===== src/design/pcr_pkg.sv =====
// Package: field layouts, select codes and timing for the PLL control words
package pcr_pkg;
    // Register-select codes in the low three bits
    localparam logic [2:0] SEL_FRACTION_NUMERATOR_WORD = 3'h0;
    localparam logic [2:0] SEL_REF_CP    = 3'h2;
    localparam logic [2:0] SEL_CLKDIV    = 3'h3;
    localparam logic [2:0] SEL_OUTSTAGE  = 3'h4;
    localparam logic [2:0] SEL_LOCKPIN   = 3'h5;
    // Reference / charge-pump word fields
    localparam int NOISE_HI      = 30;
    localparam int NOISE_LO      = 29;
    localparam int TESTSEL_HI    = 28;
    localparam int TESTSEL_LO    = 26;
    localparam int DOUBLER_BIT   = 25;
    localparam int HALVER_BIT    = 24;
    localparam int RCOUNT_HI     = 23;
    localparam int RCOUNT_LO     = 14;
    localparam int DBUF_BIT      = 13;
    localparam int CPCUR_HI      = 12;
    localparam int CPCUR_LO      = 9;
    localparam int LDFUNC_BIT    = 8;
    localparam int LDPREC_BIT    = 7;
    localparam int PDPOL_BIT     = 6;
    localparam int PWRDN_BIT     = 5;
    localparam int CPTRI_BIT     = 4;
    localparam int CNTRST_BIT    = 3;
    // Clock-divider word fields
    localparam int ABP_BIT       = 22;
    localparam int CHCANCEL_BIT  = 21;
    localparam int SLIP_BIT      = 18;
    localparam int CDMODE_HI     = 16;
    localparam int CDMODE_LO     = 15;
    localparam int CDVAL_HI      = 14;
    localparam int CDVAL_LO      = 3;
    // Output-stage word fields
    localparam int FBSEL_BIT     = 23;
    localparam int DIVSEL_HI     = 22;
    localparam int DIVSEL_LO     = 20;
    localparam int MUTE_BIT      = 10;
    localparam int RFEN_BIT      = 5;
    localparam int OPWR_HI       = 4;
    localparam int OPWR_LO       = 3;
    // Lock-pin word fields
    localparam int LDPIN_HI      = 23;
    localparam int LDPIN_LO      = 22;
    // Noise modes
    localparam logic [1:0] NOISE_LOWEST = 2'h0;
    localparam logic [1:0] NOISE_SPUR   = 2'h3;
    // Clock-divider modes
    localparam logic [1:0] CDM_OFF      = 2'h0;
    localparam logic [1:0] CDM_FASTLOCK = 2'h1;
    localparam logic [1:0] CDM_RESYNC   = 2'h2;
    // Lock pin functions
    localparam logic [1:0] LDP_LOW      = 2'h0;
    localparam logic [1:0] LDP_DIGITAL  = 2'h1;
    localparam logic [1:0] LDP_HIGH     = 2'h3;
    // Lock counts and windows
    localparam logic [5:0] LOCK_CNT_FRACTION_NUMERATOR = 6'h28;
    localparam logic [5:0] LOCK_CNT_INT  = 6'h05;
    localparam int WIN_WIDE_NS   = 10;
    localparam int WIN_NARROW_NS = 6;
    localparam int ABP_LONG_NS   = 6;
    localparam int ABP_SHORT_NS  = 3;
    localparam int WORD_W        = 32;
    localparam logic [WORD_W-1:0] WORD_RST = 32'h0000_0000;

    // Decoded settings that travel together
    typedef struct packed {
        logic       dither_en;
        logic       doubler_en;
        logic       both_edges;
        logic       halver_en;
        logic [9:0] ref_ratio;
        logic [3:0] cp_current;
        logic       cp_tristate;
        logic       counters_rst;
        logic       abp_short;
        logic       slip_en;
        logic [1:0] cd_mode;
        logic [11:0] cd_value;
        logic       fb_direct;
        logic [2:0] out_div_sel;
    } pcr_cfg_t;
endpackage


===== src/design/pcr_shifter.sv =====
// Three-wire serial shifter: MSB first, word presented on load-enable rise
`timescale 1ns/1ps
module pcr_shifter #(
    parameter int W = 32
) (
    input  wire logic         mclk,
    input  wire logic         reset_n,
    input  wire logic         ser_clk,
    input  wire logic         ser_data,
    input  wire logic         ser_le,
    output logic [W-1:0]      word,
    output logic              word_vld
);
    logic [W-1:0] sh_r, sh_nxt;       // Shift register
    logic         sclk_r, le_r;       // Previous pin levels
    logic         vld_nxt;            // Load pulse next value
    logic [W-1:0] word_nxt;           // Presented word next value

    // ------------------------------------------------------------
    // Shift and load
    // ------------------------------------------------------------
    // Pins are synchronous to mclk, so edges are found by one-cycle delay
    always_comb begin
        sh_nxt   = sh_r;
        word_nxt = word;
        vld_nxt  = 1'b0;
        if (ser_clk && !sclk_r && !ser_le) begin
            sh_nxt = {sh_r[W-2:0], ser_data};
        end
        if (ser_le && !le_r) begin
            word_nxt = sh_r;
            vld_nxt  = 1'b1;
        end
    end

    always_ff @(posedge mclk or negedge reset_n) begin
        if (!reset_n) begin
            sh_r     <= '0;
            sclk_r   <= 1'b0;
            le_r     <= 1'b0;
            word     <= '0;
            word_vld <= 1'b0;
        end else begin
            sh_r     <= sh_nxt;
            sclk_r   <= ser_clk;
            le_r     <= ser_le;
            word     <= word_nxt;
            word_vld <= vld_nxt;
        end
    end
endmodule // pcr_shifter


===== src/design/pcr_lock_det.sv =====
// Digital lock detector: consecutive in-window comparison cycles
`timescale 1ns/1ps
module pcr_lock_det (
    input  wire logic       mclk,
    input  wire logic       reset_n,
    input  wire logic       clr,          // Power-down only; counter reset does not clear
    input  wire logic       cmp_evt,      // One pulse per comparison cycle
    input  wire logic [7:0] phase_err_ns, // Measured phase error
    input  wire logic       int_mode,     // 1 selects integer detector
    input  wire logic       precise,      // 1 selects narrow window
    output logic            locked
);
    logic [5:0] cnt_r, cnt_nxt;     // Consecutive good cycles
    logic       lock_nxt;           // Lock flag next value
    logic [5:0] need;               // Cycles required
    logic [7:0] win;                // Active window

    // ------------------------------------------------------------
    // Count consecutive good cycles
    // ------------------------------------------------------------
    always_comb begin
        need = int_mode ? pcr_pkg::LOCK_CNT_INT
                        : pcr_pkg::LOCK_CNT_FRACTION_NUMERATOR;
        win  = precise ? 8'(pcr_pkg::WIN_NARROW_NS)
                       : 8'(pcr_pkg::WIN_WIDE_NS);
        cnt_nxt  = cnt_r;
        lock_nxt = locked;
        if (clr) begin
            cnt_nxt  = '0;
            lock_nxt = 1'b0;
        end else if (cmp_evt) begin
            if (phase_err_ns > win) begin
                cnt_nxt  = '0;
                lock_nxt = 1'b0;
            end else if (cnt_r + 6'h01 >= need) begin
                cnt_nxt  = need;
                lock_nxt = 1'b1;
            end else begin
                cnt_nxt = cnt_r + 6'h01;
            end
        end
    end

    always_ff @(posedge mclk or negedge reset_n) begin
        if (!reset_n) begin
            cnt_r  <= '0;
            locked <= 1'b0;
        end else begin
            cnt_r  <= cnt_nxt;
            locked <= lock_nxt;
        end
    end

    // Lock only after the full run of good cycles
    lock_needs_run_a: assert property (@(posedge mclk) disable iff (!reset_n)
        !locked ##1 locked |-> $past(cnt_r) + 6'h01 >= $past(need))
        else $error("lock rose before enough good cycles");
    bad_cycle_unlocks_a: assert property (@(posedge mclk) disable iff (!reset_n)
        cmp_evt && !clr && phase_err_ns > win |=> !locked && cnt_r == 6'h00)
        else $error("bad cycle did not clear lock");
endmodule // pcr_lock_det


===== src/design/pcr_regs.sv =====
// PLL control words two to five: decode, hold and apply settings
`timescale 1ns/1ps
module pcr_regs (
    input  wire logic           mclk,
    input  wire logic           reset_n,
    input  wire logic           ser_clk,
    input  wire logic           ser_data,
    input  wire logic           ser_le,
    input  wire logic           reference_input,
    input  wire logic           cmp_evt,
    input  wire logic [7:0]     phase_err_ns,
    output pcr_pkg::pcr_cfg_t   cfg,
    output logic                soft_power_down,
    output logic                ref_clk_out,
    output logic                out_enable,
    output logic                lock_pin,
    output logic [2:0]          test_output_select
);
    // ------------------------------------------------------------
    // Storage
    // ------------------------------------------------------------
    logic [31:0] rcp_r, rcp_nxt;     // Reference / charge-pump word
    logic [31:0] cdv_r, cdv_nxt;     // Clock-divider word
    logic [31:0] ost_r, ost_nxt;     // Output-stage word
    logic [31:0] lkp_r, lkp_nxt;     // Lock-pin word
    logic [2:0]  div_act_r, div_act_nxt; // Applied output divider
    logic [31:0] word;               // Word from the shifter
    logic        word_vld;           // One-cycle load pulse
    logic [2:0]  register_select_bits; // Low three bits of word
    logic        locked;             // Digital lock detect
    logic        pd;                 // Power-down level

    pcr_shifter #(.W(pcr_pkg::WORD_W)) u_shift (
        .mclk     (mclk),
        .reset_n  (reset_n),
        .ser_clk  (ser_clk),
        .ser_data (ser_data),
        .ser_le   (ser_le),
        .word     (word),
        .word_vld (word_vld)
    );

    assign register_select_bits = word[2:0];
    assign pd = rcp_r[pcr_pkg::PWRDN_BIT];

    // ------------------------------------------------------------
    // Word routing
    // ------------------------------------------------------------
    // Power-down never blocks loading, so software can always wake the part
    always_comb begin
        rcp_nxt     = rcp_r;
        cdv_nxt     = cdv_r;
        ost_nxt     = ost_r;
        lkp_nxt     = lkp_r;
        div_act_nxt = div_act_r;
        if (word_vld) begin
            unique case (register_select_bits)
                pcr_pkg::SEL_REF_CP:   rcp_nxt = word;
                pcr_pkg::SEL_CLKDIV:   cdv_nxt = word;
                pcr_pkg::SEL_OUTSTAGE: begin
                    ost_nxt = word;
                    // Unbuffered: divider takes effect at once
                    if (!rcp_r[pcr_pkg::DBUF_BIT]) begin
                        div_act_nxt = word[pcr_pkg::DIVSEL_HI:
                                           pcr_pkg::DIVSEL_LO];
                    end
                end
                pcr_pkg::SEL_LOCKPIN:  lkp_nxt = word;
                pcr_pkg::SEL_FRACTION_NUMERATOR_WORD: begin
                    // Fraction word releases a held divider selection
                    div_act_nxt = ost_r[pcr_pkg::DIVSEL_HI:
                                        pcr_pkg::DIVSEL_LO];
                end
                default: ;  // Other words belong to other blocks
            endcase
        end
    end

    // Register contents persist through power-down; only reset clears them
    always_ff @(posedge mclk or negedge reset_n) begin
        if (!reset_n) begin
            rcp_r     <= pcr_pkg::WORD_RST;
            cdv_r     <= pcr_pkg::WORD_RST;
            ost_r     <= pcr_pkg::WORD_RST;
            lkp_r     <= pcr_pkg::WORD_RST;
            div_act_r <= '0;
        end else begin
            rcp_r     <= rcp_nxt;
            cdv_r     <= cdv_nxt;
            ost_r     <= ost_nxt;
            lkp_r     <= lkp_nxt;
            div_act_r <= div_act_nxt;
        end
    end

    // ------------------------------------------------------------
    // Reference path: counter and halver
    // ------------------------------------------------------------
    logic [9:0] rcnt_r, rcnt_nxt;    // Reference counter
    logic       reference_input_r;             // Previous reference level
    logic       half_r, half_nxt;    // Halver toggle
    logic       rpulse_r, rpulse_nxt;// Counter output
    logic       ref_edge;            // Active reference edge
    logic       cnt_hold;            // Counters held in load state
    logic [9:0] ratio;               // Programmed ratio

    assign ratio = rcp_r[pcr_pkg::RCOUNT_HI:pcr_pkg::RCOUNT_LO];
    // Falling edge only, or both edges when the doubler runs
    assign ref_edge = rcp_r[pcr_pkg::DOUBLER_BIT]
                    ? (reference_input ^ reference_input_r)
                    : (!reference_input && reference_input_r);
    assign cnt_hold = pd || rcp_r[pcr_pkg::CNTRST_BIT];

    // Ratio 0 is illegal; it is treated as 1 rather than stalling
    always_comb begin
        rcnt_nxt   = rcnt_r;
        half_nxt   = half_r;
        rpulse_nxt = 1'b0;
        if (cnt_hold) begin
            rcnt_nxt = '0;
            half_nxt = 1'b0;
        end else if (ref_edge) begin
            if (rcnt_r + 10'h001 >= ratio) begin
                rcnt_nxt   = '0;
                rpulse_nxt = 1'b1;
                half_nxt   = !half_r;
            end else begin
                rcnt_nxt = rcnt_r + 10'h001;
            end
        end
    end

    always_ff @(posedge mclk or negedge reset_n) begin
        if (!reset_n) begin
            rcnt_r   <= '0;
            reference_input_r  <= 1'b0;
            half_r   <= 1'b0;
            rpulse_r <= 1'b0;
        end else begin
            rcnt_r   <= rcnt_nxt;
            reference_input_r  <= reference_input;
            half_r   <= half_nxt;
            rpulse_r <= rpulse_nxt;
        end
    end

    counter_held_a: assert property (@(posedge mclk) disable iff (!reset_n)
        rcp_r[pcr_pkg::CNTRST_BIT] |=> rcnt_r == 10'h000)
        else $error("reference counter ran while held");

    // ------------------------------------------------------------
    // Lock detection
    // ------------------------------------------------------------
    pcr_lock_det u_lock (
        .mclk         (mclk),
        .reset_n      (reset_n),
        .clr          (pd),
        .cmp_evt      (cmp_evt),
        .phase_err_ns (phase_err_ns),
        .int_mode     (rcp_r[pcr_pkg::LDFUNC_BIT]),
        .precise      (rcp_r[pcr_pkg::LDPREC_BIT]),
        .locked       (locked)
    );

    // ------------------------------------------------------------
    // Decoded outputs
    // ------------------------------------------------------------
    pcr_pkg::pcr_cfg_t cfg_nxt;     // Decoded settings
    logic ref_nxt, oe_nxt, pin_nxt; // Output next values

    always_comb begin
        cfg_nxt.dither_en   = rcp_r[pcr_pkg::NOISE_HI:pcr_pkg::NOISE_LO]
                              == pcr_pkg::NOISE_SPUR;
        cfg_nxt.doubler_en  = rcp_r[pcr_pkg::DOUBLER_BIT];
        cfg_nxt.both_edges  = rcp_r[pcr_pkg::DOUBLER_BIT];
        cfg_nxt.halver_en   = rcp_r[pcr_pkg::HALVER_BIT];
        cfg_nxt.ref_ratio   = ratio;
        cfg_nxt.cp_current  = rcp_r[pcr_pkg::CPCUR_HI:pcr_pkg::CPCUR_LO];
        // Pump floats on its own bit or in power-down
        cfg_nxt.cp_tristate = rcp_r[pcr_pkg::CPTRI_BIT] || pd;
        cfg_nxt.counters_rst = cnt_hold;
        cfg_nxt.abp_short   = cdv_r[pcr_pkg::ABP_BIT];
        cfg_nxt.slip_en     = cdv_r[pcr_pkg::SLIP_BIT];
        cfg_nxt.cd_mode     = cdv_r[pcr_pkg::CDMODE_HI:pcr_pkg::CDMODE_LO];
        cfg_nxt.cd_value    = cdv_r[pcr_pkg::CDVAL_HI:pcr_pkg::CDVAL_LO];
        cfg_nxt.fb_direct   = ost_r[pcr_pkg::FBSEL_BIT];
        cfg_nxt.out_div_sel = div_act_r;
        // Comparator clock: halved toggle or raw counter pulse
        ref_nxt = rcp_r[pcr_pkg::HALVER_BIT] ? half_r : rpulse_r;
        // Output off in power-down, or muted until lock
        oe_nxt  = !pd && ost_r[pcr_pkg::RFEN_BIT]
                  && !(ost_r[pcr_pkg::MUTE_BIT] && !locked);
        unique case (lkp_r[pcr_pkg::LDPIN_HI:pcr_pkg::LDPIN_LO])
            pcr_pkg::LDP_DIGITAL: pin_nxt = locked;
            pcr_pkg::LDP_HIGH:    pin_nxt = 1'b1;
            default:              pin_nxt = 1'b0;              // Both low codes
        endcase
    end

    always_ff @(posedge mclk or negedge reset_n) begin
        if (!reset_n) begin
            cfg                <= '0;
            soft_power_down    <= 1'b0;
            ref_clk_out        <= 1'b0;
            out_enable         <= 1'b0;
            lock_pin           <= 1'b0;
            test_output_select <= '0;
        end else begin
            cfg                <= cfg_nxt;
            soft_power_down    <= pd;
            ref_clk_out        <= ref_nxt;
            out_enable         <= oe_nxt;
            lock_pin           <= pin_nxt;
            test_output_select <= rcp_r[pcr_pkg::TESTSEL_HI:pcr_pkg::TESTSEL_LO];
        end
    end

    // ------------------------------------------------------------
    // Checks
    // ------------------------------------------------------------
    route_ref_word_a: assert property (@(posedge mclk) disable iff (!reset_n)
        word_vld && word[2:0] == pcr_pkg::SEL_REF_CP |=> rcp_r == $past(word))
        else $error("reference word not stored");
    route_lockpin_a: assert property (@(posedge mclk) disable iff (!reset_n)
        word_vld && word[2:0] != pcr_pkg::SEL_LOCKPIN |=> $stable(lkp_r))
        else $error("lock-pin word changed by other select");
    dbuf_holds_div_a: assert property (@(posedge mclk) disable iff (!reset_n)
        word_vld && word[2:0] == pcr_pkg::SEL_OUTSTAGE
        && rcp_r[pcr_pkg::DBUF_BIT] |=> $stable(div_act_r))
        else $error("buffered divider applied early");
    dither_mode_a: assert property (@(posedge mclk) disable iff (!reset_n)
        ##1 cfg.dither_en == ($past(rcp_r[pcr_pkg::NOISE_HI:pcr_pkg::NOISE_LO])
        == pcr_pkg::NOISE_SPUR))
        else $error("dither does not follow noise mode");
    mute_till_lock_a: assert property (@(posedge mclk) disable iff (!reset_n)
        ost_r[pcr_pkg::MUTE_BIT] && !locked |=> !out_enable)
        else $error("output enabled before lock");
    pd_disables_out_a: assert property (@(posedge mclk) disable iff (!reset_n)
        pd |=> !out_enable && cfg.cp_tristate ##1 !u_lock.locked)
        else $error("power-down left outputs active");
    lock_pin_high_a: assert property (@(posedge mclk) disable iff (!reset_n)
        lkp_r[pcr_pkg::LDPIN_HI:pcr_pkg::LDPIN_LO] == pcr_pkg::LDP_HIGH
        |=> lock_pin)
        else $error("lock pin not high");
endmodule // pcr_regs


===== config.mk =====
export PLATFORM = sky130hd
export DESIGN_NAME = pcr_regs
export DESIGN_NICKNAME = d
export VERILOG_FILES = /design/src/design/pcr_pkg.sv /design/src/design/pcr_shifter.sv /design/src/design/pcr_lock_det.sv /design/src/design/pcr_regs.sv
export SDC_FILE = /design/constraint.sdc
export NUM_CORES = 1
export LEC_CHECK = 0
export ABC_AREA = 1
export BUFFER_PORTS_ARGS = -buffer_cell sky130_fd_sc_hd__buf_2
export CORE_ASPECT_RATIO = 1.1
export CORE_MARGIN = 8
export CORE_UTILIZATION = 45
export CTS_CLUSTER_DIAMETER = 150
export CTS_CLUSTER_SIZE = 24
export DETAILED_ROUTE_END_ITERATION = 7
export SLEW_MARGIN = 20
export SYNTH_ARGS = -nofsm -noshare
export SYNTH_HDL_FRONTEND = slang
export SYNTH_HIERARCHICAL = 1
export SYNTH_SLANG_ARGS = --single-unit
export TNS_END_PERCENT = 1

===== constraint.sdc =====
create_clock -name mclk -period 3.4 [get_ports mclk]
set_clock_uncertainty 0.05 [all_clocks]
set_input_delay 0.68 -clock mclk [delete_from_list [all_inputs] [get_ports mclk]]
set_output_delay 0.68 -clock mclk [all_outputs]
set_load 0.005 [all_outputs]

* Word-level counts from Yosys, hierarchy flattened *
Cells that the tools add are included.

cells by class
  bitwise logic cells = 1
  magnitude comparators = 3
  mux-type cells = 25
  reductions and logical operators = 30
  shift-type cells = 0
  div/mod/pow operators = 0
  eq/ne operators = 8
  multipliers = 0
  add/sub/neg operators = 2

operators by type and width
  kind                   number
  $mux 10                3
  $mux 6                 5
  $mux 1                 13
  $reduce_and 2->1       6
  $add 10x1->10 const B  1
  $ge 10x10->1           1
  $gt 8x8->1             1
  $logic_not 1->1        8
  $reduce_bool 2->1      4
  $logic_and 1x1->1      7
  $add 6x1->6 const B    1
  $eq 3x2->1 const B     2
  $eq 3x3->1 const B     2
  $ge 6x6->1             1
  $pmux 3 s2             1
  $eq 2x2->1 const B     2
  $mux 4                 1
  $logic_not 3->1        1
  $mux 3                 1
  $reduce_and 3->1       1
  $reduce_bool 3->1      1
  $eq 2x1->1 const B     1
  $logic_or 1x1->1       2
  $ne 2x2->1 const B     1
  2 further kinds        2

word-level totals
  bits in registers = 236
  output and inout port bits = 47
  RAM bits = 0
  bits in latches = 0
  memory bits (read-only) = 0
  memories kept = 0

* Logic depth before layout (Yosys ltp) *
  depth in word-level cells = 6
  depth in mapped cells = 17
  mapped depth without buffers = 17

* Modules after synthesis *
The synthesis kept the hierarchy.

by module, submodules not included
  module        instances  sequential area each (um^2)  area each (um^2)  cells an instance
  pcr_regs      1          2827.7                       4296.6            405
  pcr_shifter   1          1676.6                       2618.8            284
  pcr_lock_det  1          175.2                        605.6             83

* Worst setup path after synthesis *
No wires, ideal clock.

  path type = register to register
  start = register rcnt_r[0]
  end = register rcnt_r[5]
  arrival = 1.816 ns
  clock period less this slack = 1.982 ns
  required time = 3.234 ns
  setup slack = 1.418 ns
  stages on the path, launching flop included = 15
  path through = dfrtp_1 > ha_1 > nand2_1 > nor2_1 > nand2_1 > xor2_1 > inv_1 > ha_1 > nand2_1 > nor2_1 > nand3_1 > nand4_1 > inv_1 > nand2_1 > nand2_1

on the way
  word-level cells in the longest chain between the ends = 5

RTL lines
  what                      line                              text
  start: declaration        pcr_regs.sv:99                    logic [9:0] rcnt_r, rcnt_nxt;
  start signal: assignment  pcr_regs.sv:140                   rcnt_r <= rcnt_nxt;
  $add 10x1->10 *           pcr_regs.sv:123, pcr_regs.sv:128
  $ge 10x10->1              pcr_regs.sv:123                   if (rcnt_r + 10'h001 >= ratio) begin
  $mux 10 *                 pcr_regs.sv:123
  $mux 10 *                 pcr_regs.sv:122                   end else if (ref_edge) begin
  $mux 10 *                 pcr_regs.sv:119                   if (cnt_hold) begin

Mark *: on every way between the ends. The rest lies on a longest branch, timed or not. The select of a mux whose other input is x is not followed.
A chain may end at the register's enable or synchronous reset.

* Worst setup path in the final report *
  start = register rcnt_r[0]
  end = register rcnt_r[0]

Same word-level chain as after synthesis.

==> flow_summary.json <==
{
  "worstPathMaxFanout": 5,
  "drc": 0,
  "viasPerCell": 4.97,
  "slew_violations": 0,
  "path_class": "flop to flop",
  "wl_met1_mm": 6.54,
  "power.internal_uw": 3730,
  "cp.arrival_ns": 2.62,
  "drt_iter0_markers": 289,
  "die_w_um": 139,
  "rows": 49,
  "grt_max_degree": 74,
  "report.final.setup_viol": 0,
  "tritoncts": "done",
  "cts_inserted_buffers": 17,
  "syn_nets": 798,
  "power.share.clock_pct": 39.7,
  "dr_wl_met3_um": 485,
  "cts.sinks": 185,
  "syn-cell-area_um2": 7450,
  "cts_resized": 0,
  "dp_hpwl_mm": 10.0,
  "cts_root_buffer": "clkbuf_16",
  "tightest_slew_ns": 0.685,
  "slew_headroom_pct": 54.2,
  "grt_pass1_wl_mm": 24.7,
  "worst_skew_pair.late_latency_ns": 0.43,
  "rsz0062_at_grt": "no",
  "port_buffers": 61,
  "setup_slack_ns": 1.04,
  "die_y_um": 151,
  "final_nets": 857,
  "status": "completed",
  "area_growth_syn_to_layout_pct": 14.6,
  "ant_nets": 0,
  "hold_violations": 0,
  "first_pass_iters": 5,
  "antenna_found_initial": 0,
  "seqCellArea_um2": 4630,
  "max_freq_mhz": 424,
  "multi_input_area_um2": 2340,
  "cp-end-kind": "flop",
  "layout_min_cycle_time_ns": 2.36,
  "combinationalPowerShare_pct": 11.6,
  "routed_wl_mm": 14.5,
  "hold_class": "primary input to asynchronous set/reset pin",
  "finalCritPeriodShare_pct": 69.4,
  "cts_buffer_depth": 2,
  "grt_util_all_layers_pct": 14.4,
  "die_area_um2": 20900,
  "cp-start-kind": "flop",
  "cp.depth": 14,
  "powerDensity_nw_per_um2": 595,
  "fin_util_pct": 52.3,
  "gr-total-overflow": 0,
  "cp_top_family": "simple AND/OR/NAND/NOR gates",
  "final_layout_size_suffix_gt1_share_pct": 15.3,
  "cts-htree-levels": 4,
  "power_switching_uw": 1340,
  "swShare_pct": 26.5,
  "dp.cells": 1008,
  "routedWlPerCell_um": 13.9,
  "p_leak_uw": 0.00468,
  "pre_cts_ws_ns": 1.08,
  "required_ns": 3.66,
  "wl_met2_mm": 7.23,
  "cpMostUsedCell": "nand2_1",
  "nFillCells": 1473,
  "fin_tns_setup_ns": 0,
  "critPathSlowestCell": "dfrtp_1",
  "path_buf_inv": 2,
  "fin_cells": 1039,
  "hold_buffers": 0,
  "top_layer": "met4",
  "io_pins": 62,
  "critical-path-max-stage-delay_ns": 0.43,
  "grt_pass1_vias": 5093,
  "n_antenna_cell": 0,
  "design.core.area_um2": 16300,
  "peakVddDrop_uv": 340,
  "pwr-share-seq_pct": 48.6,
  "clkTransAtPathRegs_ns": 0.06,
  "vias": 5168,
  "gp_congestion": 0.855,
  "synth_cells": 764,
  "crit_chain": "ha_1, nand2_1, nor2_1, nand2_1, xor2_1, inv_1, ha_1, nand2_1, nor2_1, nand3_1, nand3_1, inv_1, nand3b_1, nand2_1",
  "post-cts-setup-buffers": 0,
  "yosysWarnings": 6,
  "start_util_pct": 45.7,
  "r2r_cells": 14,
  "max_cap_viol_count": 0,
  "syn_avg_cell_area_um2": 9.75
}
registers in the layout (all words and copies together), names as in the netlist, 2 cells and up:
| signal | count |
|---|---|
| cdv_r | 16 |
| cfg | 39 |
| div_act_r | 3 |
| lkp_r | 2 |
| ost_r | 6 |
| rcnt_r | 10 |
| rcp_r | 27 |
| test_output_select | 3 |
| u_lock/cnt_r | 6 |
| u_shift/sh_r | 31 |
| u_shift/word | 31 |
area by class of cell:
class                      instances  area share (%)
sequential                       185            54.3
multi-input combinational        472            27.5
clock buffer                      17            4.99
timing repair buffer              70            4.74
inverter                          77            3.39
tap                              204            2.99
clock inverter                    14            2.14
power groups by stage:
stage,combinational [µW],clock [µW],sequential [µW]
after global placement,577,0,2500
after floorplan,392,0,2480
after global routing,678,2160,2490
final,590,2020,2470
after CTS,597,2070,2470
after detailed placement,593,0,2510
routing by layer:
layer	global-route usage, %	vias up
met4	5.49	0
met1	17.9	2537
li1	-	2536
met5	0	-
met3	3.22	18
met2	24.4	77
cell usage in the layout, fill, tap and decap left out, types with 5 or more instances in the layout:
master / count
buf_4: 7
clkbuf_16: 17
nand4_1: 35
nand2_2: 5
inv_6: 6
o21ai_0: 36
o21ai_1: 17
inv_2: 6
mux2_1: 7
nor2_1: 24
inv_1: 71
xor2_1: 7
nand2_1: 276
nand3_1: 15
ha_1: 19
buf_2: 60
dfrtp_1: 185
metrics by stage:
stage	hold slack, ns	power [µW]	instance area, µm²
after floorplan	0.299	2870	7450
after global placement	0.312	3080	7920
after detailed placement	0.313	3100	7920
after CTS	0.238	5140	8530
after global routing	0.267	5330	8530
final	0.214	5070	8530
path summary, 6_finish.rpt:
| path | start | slack [ns] | endpoint |
|---|---|---|---|
| worst max-delay path | rcnt_r[0] | 1.04 | rcnt_r[0] |
| worst min-delay path | reset_n | 0.21 | u_lock/cnt_r[2] |
| worst max register to register | rcnt_r[0] | 1.04 | rcnt_r[0] |
| worst min register to register | rcp_r[28] | 0.33 | test_output_select[2] |
| max in group asynchronous | reset_n | 2.32 | cfg[33] |
| min in group mclk | rcp_r[28] | 0.33 | test_output_select[2] |
(Power assumes the default switching activity.)
